[src/verilog/epr_pkg.sv]
// Package for the enable-pin reset control block: offsets, fields, timing, types
package epr_pkg;
    // Register addresses (register-file space, 8-bit index)
    localparam logic [7:0] EPR_ADDR_RESET_COUNT = 8'h06;
    localparam logic [7:0] EPR_ADDR_IRQ_STATUS = 8'h3F;
    localparam logic [7:0] EPR_ADDR_PLL_MODE = 8'h40;
    localparam logic [7:0] EPR_ADDR_PLL_REF = 8'h41;
    localparam logic [7:0] EPR_ADDR_PLL_CTRL = 8'h42;
    localparam logic [7:0] EPR_ADDR_IRQ_MASK = 8'h43;
    // Field positions inside the irq status register
    localparam int EPR_BIT_IRQ_FLAG = 0;
    localparam int EPR_BIT_PIN_LEVEL = 1;
    localparam int EPR_BIT_RESET_DONE = 2;
    // Reset values
    localparam logic [3:0] EPR_RESET_COUNT_INIT = 4'h1;
    localparam logic [3:0] EPR_PLL_MODE_INIT = 4'h0;
    localparam logic [3:0] EPR_PLL_REF_INIT = 4'h0;
    localparam logic [3:0] EPR_MASK_INIT = 4'h0;
    // Filter timing
    localparam int EPR_CLK_MHZ = 125;
    localparam int EPR_FILTER_US = 167;
    localparam int EPR_FILTER_CYCLES = EPR_FILTER_US * EPR_CLK_MHZ;
    localparam int EPR_FILT_W = 15;

    typedef enum logic [1:0] {
        EPR_IDLE = 2'b00,
        EPR_COUNT = 2'b01,
        EPR_FIRE = 2'b10
    } epr_state_t;

    // Register port request
    typedef struct packed {
        logic [7:0] addr;
        logic [3:0] wdata;
        logic wr;
        logic rd;
    } epr_bus_t;

    // Pin-side outputs
    typedef struct packed {
        logic pllEnable;
        logic oscPullDown;
        logic errOutEnable;
        logic xtalInPullDown;
        logic xtalOutHigh;
    } epr_pins_t;
endpackage : epr_pkg

[src/verilog/epr_enable_pin_reset.sv]
// Enable-pin filter, PLL gating, falling-edge interrupt and timed enable-pin reset
`timescale 1ns/1ps
`default_nettype none
// How it works
// [RQ1] PLL runs only while enable pin high
// [RQ2] PLL off: osc pins pulled low, errors float
// [RQ3] Software may disable PLL anytime
// [RQ4] Disabled PLL stays off until both rewritten
// [RQ5] Filtered falling edge raises interrupt
// [RQ6] Filtered rising edge starts reset sequence
// [RQ7] Ignore levels shorter than 167 us
// [RQ8] Filtered level readable at 3FH
// [RQ9] Count carry pulse edges, reset at match
// [RQ10] Count field n means n counts
// [RQ11] Reset count register read/write at 06H
// [RQ12] Count loads 1 on power-on, clock stop
// [RQ13] Enable reset restarts core at 0000H
// [RQ14] Other reset sources also reset device
// [RQ15] Clock stop: crystal in low, out high
// [RQ16] Interrupt flag readable and writable
// [RQ17] After clock stop, reset one carry edge
// [RQ18] Stable-time counter filter feeds edges
module epr_enable_pin_reset (
    input wire logic sys_clk,
    input wire logic sys_rst,
    input wire logic enablePin,
    input wire logic carryPulse,
    input wire logic clockStop,
    input wire logic watchdogStackReset,
    input wire logic resetPin,
    input wire epr_pkg::epr_bus_t bus,
    output logic [3:0] rdata,
    output epr_pkg::epr_pins_t pins,
    output logic irq,
    output logic coreReset,
    output logic enableReset
);
    import epr_pkg::*;

    typedef struct packed {
        logic [2:0] pinSync;
        logic filtLevel;
        logic [EPR_FILT_W-1:0] filtCnt;
        logic carryLast;
        epr_state_t state;
        logic [3:0] carryCnt;
        logic [3:0] resetCount;
        logic [3:0] pllMode;
        logic [3:0] pllRef;
        logic swPllOff;
        logic pllLatchedOff;
        logic modeWritten;
        logic refWritten;
        logic irqFlag;
        logic resetDone;
        logic [3:0] irqMask;
        logic [3:0] rdata;
        epr_pins_t pins;
        logic irq;
        logic coreReset;
        logic enableReset;
    } epr_regs_t;

    epr_regs_t r;
    epr_regs_t next_r;

    // Register decode shared by write and read paths
    function automatic logic hit(input logic [7:0] a, input logic [7:0] target);
        hit = (a == target);
    endfunction : hit

    always_comb begin
        logic rise;
        logic fall;
        logic carryEdge;
        logic stable;
        logic pllRun;
        next_r = r;
        rise = 1'b0;
        fall = 1'b0;
        carryEdge = 1'b0;
        stable = 1'b0;
        pllRun = 1'b0;

        // Three-stage pin sync; only the last two stages, pinSync[1] and pinSync[2], are compared
        next_r.pinSync = {r.pinSync[1:0], enablePin};
        stable = (r.pinSync[2] == r.pinSync[1]);

        // Accept a new level only after it held the whole filter time [RQ7] [RQ18]
        if (!stable || r.pinSync[2] == r.filtLevel) begin
            next_r.filtCnt = '0;
        end else if (r.filtCnt == EPR_FILT_W'(EPR_FILTER_CYCLES - 1)) begin
            next_r.filtCnt = '0;
            next_r.filtLevel = r.pinSync[2];
            rise = r.pinSync[2];
            fall = !r.pinSync[2];
        end else begin
            next_r.filtCnt = r.filtCnt + 1'b1;
        end

        // Carry pulse comes from the same clock domain, edge found directly
        next_r.carryLast = carryPulse;
        carryEdge = carryPulse && !r.carryLast;

        // Enable reset sequencer; a falling pin level aborts the sequence
        next_r.enableReset = 1'b0;
        case (r.state)
            EPR_IDLE: begin
                next_r.carryCnt = 4'h0;
                if (rise) begin
                    next_r.state = EPR_COUNT; // [RQ6]
                end
            end
            EPR_COUNT: begin
                if (!r.filtLevel) begin
                    next_r.state = EPR_IDLE;
                end else if (carryEdge) begin
                    next_r.carryCnt = r.carryCnt + 1'b1; // [RQ9]
                    // Field n means n counts; a count of one fires on the first edge [RQ10] [RQ17]
                    if (r.carryCnt + 4'h1 == r.resetCount) begin
                        next_r.state = EPR_FIRE;
                    end
                end
            end
            EPR_FIRE: begin
                next_r.enableReset = 1'b1; // [RQ9] [RQ13]
                next_r.resetDone = 1'b1;
                next_r.state = EPR_IDLE;
            end
            default: begin
                next_r.state = EPR_IDLE;
            end
        endcase

        // Count register lives across watchdog and enable resets, reloads on clock stop [RQ12]
        if (bus.wr && hit(bus.addr, EPR_ADDR_RESET_COUNT)) begin
            next_r.resetCount = bus.wdata; // [RQ11]
        end
        if (clockStop) begin
            next_r.resetCount = EPR_RESET_COUNT_INIT; // [RQ12] [RQ17]
        end

        // PLL setup registers; the latch clears only after both are rewritten [RQ4]
        if (bus.wr && hit(bus.addr, EPR_ADDR_PLL_MODE)) begin
            next_r.pllMode = bus.wdata;
            next_r.modeWritten = 1'b1;
        end
        if (bus.wr && hit(bus.addr, EPR_ADDR_PLL_REF)) begin
            next_r.pllRef = bus.wdata;
            next_r.refWritten = 1'b1;
        end
        if (bus.wr && hit(bus.addr, EPR_ADDR_PLL_CTRL)) begin
            next_r.swPllOff = bus.wdata[0]; // [RQ3]
        end
        if (next_r.modeWritten && next_r.refWritten) begin
            next_r.pllLatchedOff = 1'b0;
            next_r.modeWritten = 1'b0;
            next_r.refWritten = 1'b0;
        end
        // Any disable condition latches the PLL off; this set wins over a re-arm
        if (!r.filtLevel || r.swPllOff || clockStop) begin
            next_r.pllLatchedOff = 1'b1; // [RQ1] [RQ4]
            next_r.modeWritten = 1'b0;
            next_r.refWritten = 1'b0;
        end
        pllRun = r.filtLevel && !r.swPllOff && !r.pllLatchedOff && !clockStop; // [RQ1] [RQ3]

        // Pin states: PLL pins parked when off, crystal parked in clock stop
        next_r.pins.pllEnable = pllRun;
        next_r.pins.oscPullDown = !pllRun; // [RQ2]
        next_r.pins.errOutEnable = pllRun; // [RQ2]
        next_r.pins.xtalInPullDown = clockStop; // [RQ15]
        next_r.pins.xtalOutHigh = clockStop; // [RQ15]

        // Sticky flags: write one clears, a same-cycle event wins [RQ16]
        if (bus.wr && hit(bus.addr, EPR_ADDR_IRQ_STATUS)) begin
            if (bus.wdata[EPR_BIT_IRQ_FLAG]) begin
                next_r.irqFlag = 1'b0;
            end
            if (bus.wdata[EPR_BIT_RESET_DONE]) begin
                next_r.resetDone = 1'b0;
            end
        end
        if (fall) begin
            next_r.irqFlag = 1'b1; // [RQ5]
        end
        if (r.state == EPR_FIRE) begin
            next_r.resetDone = 1'b1;
        end
        if (bus.wr && hit(bus.addr, EPR_ADDR_IRQ_MASK)) begin
            next_r.irqMask = bus.wdata;
        end

        // Level interrupt, high while an unmasked sticky bit stands
        next_r.irq = |({1'b0, next_r.resetDone, 1'b0, next_r.irqFlag} & next_r.irqMask);

        // Read data appear the cycle after the strobe
        next_r.rdata = 4'h0;
        if (bus.rd) begin
            if (hit(bus.addr, EPR_ADDR_RESET_COUNT)) begin
                next_r.rdata = r.resetCount;
            end else if (hit(bus.addr, EPR_ADDR_IRQ_STATUS)) begin
                next_r.rdata = {r.resetDone, r.resetDone, r.filtLevel, r.irqFlag} & 4'h7;
            end else if (hit(bus.addr, EPR_ADDR_PLL_MODE)) begin
                next_r.rdata = r.pllMode;
            end else if (hit(bus.addr, EPR_ADDR_PLL_REF)) begin
                next_r.rdata = r.pllRef;
            end else if (hit(bus.addr, EPR_ADDR_PLL_CTRL)) begin
                next_r.rdata = {2'b00, r.pllLatchedOff, r.swPllOff};
            end else if (hit(bus.addr, EPR_ADDR_IRQ_MASK)) begin
                next_r.rdata = r.irqMask;
            end else begin
                next_r.rdata = 4'h0;
            end
        end

        // Core reset: any source restarts the core from address zero [RQ13] [RQ14]
        next_r.coreReset = next_r.enableReset || watchdogStackReset || resetPin;
    end

    // Power-on reset loads every field; other resets keep registers
    always_ff @(posedge sys_clk) begin
        if (sys_rst) begin
            r <= '0;
            r.state <= EPR_IDLE;
            r.resetCount <= EPR_RESET_COUNT_INIT; // [RQ12]
            r.pllMode <= EPR_PLL_MODE_INIT;
            r.pllRef <= EPR_PLL_REF_INIT;
            r.irqMask <= EPR_MASK_INIT;
            r.pllLatchedOff <= 1'b1;
            r.pins.oscPullDown <= 1'b1;
            r.coreReset <= 1'b1; // [RQ14]
        end else begin
            r <= next_r;
        end
    end

    assign rdata = r.rdata;
    assign pins = r.pins;
    assign irq = r.irq;
    assign coreReset = r.coreReset;
    assign enableReset = r.enableReset;
endmodule : epr_enable_pin_reset
`default_nettype wire

[config.mk]
export PLATFORM = sky130hd
export DESIGN_NAME = epr_enable_pin_reset
export DESIGN_NICKNAME = d
export VERILOG_FILES = /design/src/verilog/epr_pkg.sv /design/src/verilog/epr_enable_pin_reset.sv
export SDC_FILE = /design/constraint.sdc
export NUM_CORES = 1
export LEC_CHECK = 0
export ABC_AREA = 1
export BUFFER_PORTS_ARGS = -buffer_cell sky130_fd_sc_hd__buf_2
export CELL_PAD_IN_SITES_DETAIL_PLACEMENT = 1
export CELL_PAD_IN_SITES_GLOBAL_PLACEMENT = 2
export CORE_UTILIZATION = 34
export CTS_BUF_LIST = sky130_fd_sc_hd__clkbuf_4 sky130_fd_sc_hd__clkbuf_8
export DETAILED_ROUTE_END_ITERATION = 16
export GPL_TIMING_DRIVEN = 0
export HOLD_SLACK_MARGIN = 0.06
export PLACE_DENSITY_LB_ADDON = 0.3
export SYNTH_ARGS = -nofsm -noshare
export SYNTH_HDL_FRONTEND = slang
export SYNTH_SLANG_ARGS = --single-unit
[constraint.sdc]
create_clock -name sys_clk -period 1.9 [get_ports sys_clk]
set_input_delay 0.095 -clock sys_clk [delete_from_list [all_inputs] [get_ports sys_clk]]
set_output_delay 0.095 -clock sys_clk [all_outputs]
set_load 0.01 [all_outputs]
==> results.cfg <==
[outcome]
status = completed

[yosys]
ys_top_cells_by_area = sky130_fd_sc_hd__dfxtp_1 41%, sky130_fd_sc_hd__nand2_1 11%, sky130_fd_sc_hd__inv_1 7.4%
postSynth.asyncResetShare_pct = 0
ys_types = 35
synth.largest_area_cell = sky130_fd_sc_hd__dfxtp_1
synth_warnings = 0
synth_cells = 405
syn-num-nets = 429
synthMostInstantiatedCell = sky130_fd_sc_hd__nand2_1
synth_top_cell_area_share_pct = 41.0
synth-seq-cells = 58
mappedNetlistArea_mm2 = 0.00283
netlist_top_cells_count = 84 x sky130_fd_sc_hd__nand2_1, 58 x sky130_fd_sc_hd__dfxtp_1, 56 x sky130_fd_sc_hd__inv_1, 54 x sky130_fd_sc_hd__nor2_1, 30 x sky130_fd_sc_hd__a21oi_1
synth_edf_count = 0
synth_top_flop_cell = sky130_fd_sc_hd__dfxtp_1
synth_area_per_cell_um2 = 6.99
synth_sequential_area_ratio_pct = 41.0

[drt]
per_cell_routed_wire_length_um = 13.2
route.antenna.remaining_nets = 0
drc = 0
firstDrtPassIters = 4
number_of_vias_in_the_routed_layout = 2613
drtIter0Drc = 79
avgViaCountPerCell = 4.67
wl_mm = 7.40

[worst_setup_path]
worst_path_max_delay_cell = sky130_fd_sc_hd__dfxtp_1
cpPeakStageDelay_ps = 320
cp.required_ps = 2130
critical_path_peak_fanout = 10
setup.worst_path.start_class = flop
worst_r2r_startpoint = r[41]$_SDFF_PP0_
critPathMostFrequentCell = sky130_fd_sc_hd__nor2_1
worst_ep_arrival_time_ps = 1790
timing.critical_path.cells = inv_1, ha_1, nand2_1, nor2_1, nand2_1, nor2_1, nor2_2, inv_2, buf_6, nor2_1
worstReg2RegEnd = r[52]$_SDFF_PP0_
worst_setup_path_end_kind = flop
worstSetupPathType = flop to flop
r2r.worst_path.cells = 10
regToRegSetupSlack_ps = 330

[hold_path]
timing.hold.worst_path_depth = 3
hp-class = input pin to flop
worstHoldStart = bus[4]
whs_endpoint = r[32]$_SDFFE_PP0P_

[power_and_ir_drop]
power-per-cell-area_mw_per_mm2 = 713
net-switching-power_mw = 0.595
seq_power_share_pct = 51.5
power.leakage_nw = 1.40
vdd.ir_drop.worst_v = 0.000480
power.switching_fraction_pct = 25.0
fin_total_pwr_mw = 2.38
combinationalPowerShare_pct = 5.7
cell_internal_pwr_mw = 1.79
power.share.clock_pct = 42.9

[floorplan]
std_cell_rows = 32
num_io_pins = 33
die_x_um = 93.2
core_area_mm2 = 0.00789
die_h_um = 93.2
floorplan.initialDensity_pct = 35.9
floorplan.die_area_mm2 = 0.00869

[sta]
grt_setup_unrepaired = no
slew_headroom_pct = 62.0
report.final.hold_viol_count = 0
worst-slew-pin-transition_ps = 570
min_period_ps = 1570
maxSlewViolCount = 0
setup_viol_count_final = 0
maxClockFrequency_mhz = 639
skew_ps = 7.82
final.period_utilization_pct = 82.4
timing.setup.tns_ps = 0

[clock_tree]
post_cts.resized_instances = 0
cts_tree = done
cts.sink_count = 58
number_of_hold_buffers_added_after_cts = 5
cts_post_setup_buffers_inserted = 0
clkTransAtPathRegs_ps = 60
htreeDepth = 3
tritoncts.num_buffers = 9
clkLatencyLatePin_ps = 340
root_buffer = sky130_fd_sc_hd__clkbuf_8
buffer_depth_of_the_longest_clock_path = 2

[run]
cap_viol_max_count = 0

[grt]
number_of_antenna_violations_at_the_first_check_in_global_routing = 0
first_global_vias = 2757
first_pass_grt_wire_length_mm = 12.7
grt.total_usage_pct = 19.0
grt_start_max_net_pins = 11
gr-total-overflow = 0

[layout]
post_route_cells_drive_above_1_share_pct = 19.0
flow.area_growth_from_synthesis_pct = 17.9
diodes = 0
final_nets = 476

[placement]
port_buffers = 31
place.gp.congestion = 0.805
dp.final_hpwl_mm = 5.61
-- worst max-delay path, delay by kind of cell (launching register included) --
family	cells	cell delay [ps]
adders and majority gates	1	150
buffers and inverters	3	350
DFF	1	320
and+or+nand+nor	6	640
-- layout by cell type (no fill, tap or decap), types with 2 or more instances in the layout --
master                          netlist  final
sky130_fd_sc_hd__nand2_2              7      7
sky130_fd_sc_hd__dfxtp_1             58     58
sky130_fd_sc_hd__nor3_1              10     10
sky130_fd_sc_hd__clkinvlp_4           0      2
sky130_fd_sc_hd__or2_2                3      3
sky130_fd_sc_hd__nand3_1             29     29
sky130_fd_sc_hd__dlygate4sd3_1        0      5
sky130_fd_sc_hd__nor2_4               3      3
sky130_fd_sc_hd__a21oi_1             30     30
sky130_fd_sc_hd__o21ai_0             22     22
sky130_fd_sc_hd__ha_1                 3      3
sky130_fd_sc_hd__clkinv_2             1      4
sky130_fd_sc_hd__buf_2                1     32
sky130_fd_sc_hd__buf_4               11     11
sky130_fd_sc_hd__nand2_1             84     84
sky130_fd_sc_hd__inv_1               56     56
sky130_fd_sc_hd__xor2_1               3      3
sky130_fd_sc_hd__nand4_1              7      7
sky130_fd_sc_hd__inv_2                4      4
sky130_fd_sc_hd__nor2_1              54     54
sky130_fd_sc_hd__clkbuf_8             0     10
sky130_fd_sc_hd__nor2_2               3      3
-- logic make-up (layout without fill, tap and decap cells) --
logic type	Yosys count	count (layout)	synth area share [%]
xor+xnor	4	4	1.24
flops	58	58	41.0
simple gates	208	208	34.2
buf+inv	76	128	11.9
fa+ha+maj	3	3	1.33
compound gates	56	56	10.3
-- layout make-up --
class	instances	area, um2
Sequential cell	58	1160
Multi-Input combinational cell	271	1330
Fill cell	1047	4550
Buffer	15	106
Clock buffer	11	145
Inverter	61	230
Tap cell	102	128
Timing Repair Buffer	36	205
Clock inverter	5	30.0
-- flip-flops by register name (all words and copies together) (netlist names) --
signal	count
pins	3
next_r	2
coreReset	1
irq	1
enableReset	1
rdata	4
r	46
-- through the flow --
stage                     instance area (um2)  hold slack (ps)  setup WS [ps]  instances  util, %
after global routing                     3340             91.1           71.3        559     42.3
final                                    3340             95.7            334        559     42.3
after detailed placement                 3110              283            334        538     39.5
after global placement                   3110              275            328        538     39.5
after CTS                                3340             76.3            312        559     42.3
after floorplan                          2830              185            565        405        -
-- how the worst max path moves through the flow --
stage	depth (start not counted)	slack, ps	end	from
after floorplan	7	560	r[53]$_SDFF_PP0_	r[41]$_SDFF_PP0_
after global placement	7	330	r[53]$_SDFF_PP0_	r[42]$_SDFF_PP0_
after detailed placement	10	330	r[52]$_SDFF_PP0_	r[41]$_SDFF_PP0_
after CTS	10	310	r[53]$_SDFF_PP0_	r[41]$_SDFF_PP0_
after global routing	7	70	r[53]$_SDFF_PP0_	r[42]$_SDFF_PP0_
final	10	330	r[52]$_SDFF_PP0_	r[41]$_SDFF_PP0_
-- routing by layer --
metal	up-vias	share of wire, %	wire (um)	track usage (%)
li1	1367	-	-	-
met1	1220	48	3540	22.9
met2	21	49	3610	33.1
met3	5	2.4	177	4.88
met4	0	0.92	68	5.00
met5	-	0	0	0
-- power groups by stage --
stage / combinational (mW) / sequential (mW) / clock, mW
after floorplan: 0.0685 / 1.25 / 0
after global placement: 0.126 / 1.25 / 0
after detailed placement: 0.128 / 1.25 / 0
after CTS: 0.136 / 1.23 / 1.06
after global routing: 0.150 / 1.23 / 1.12
final: 0.135 / 1.23 / 1.02
Power figures use the tool's default switching activity.
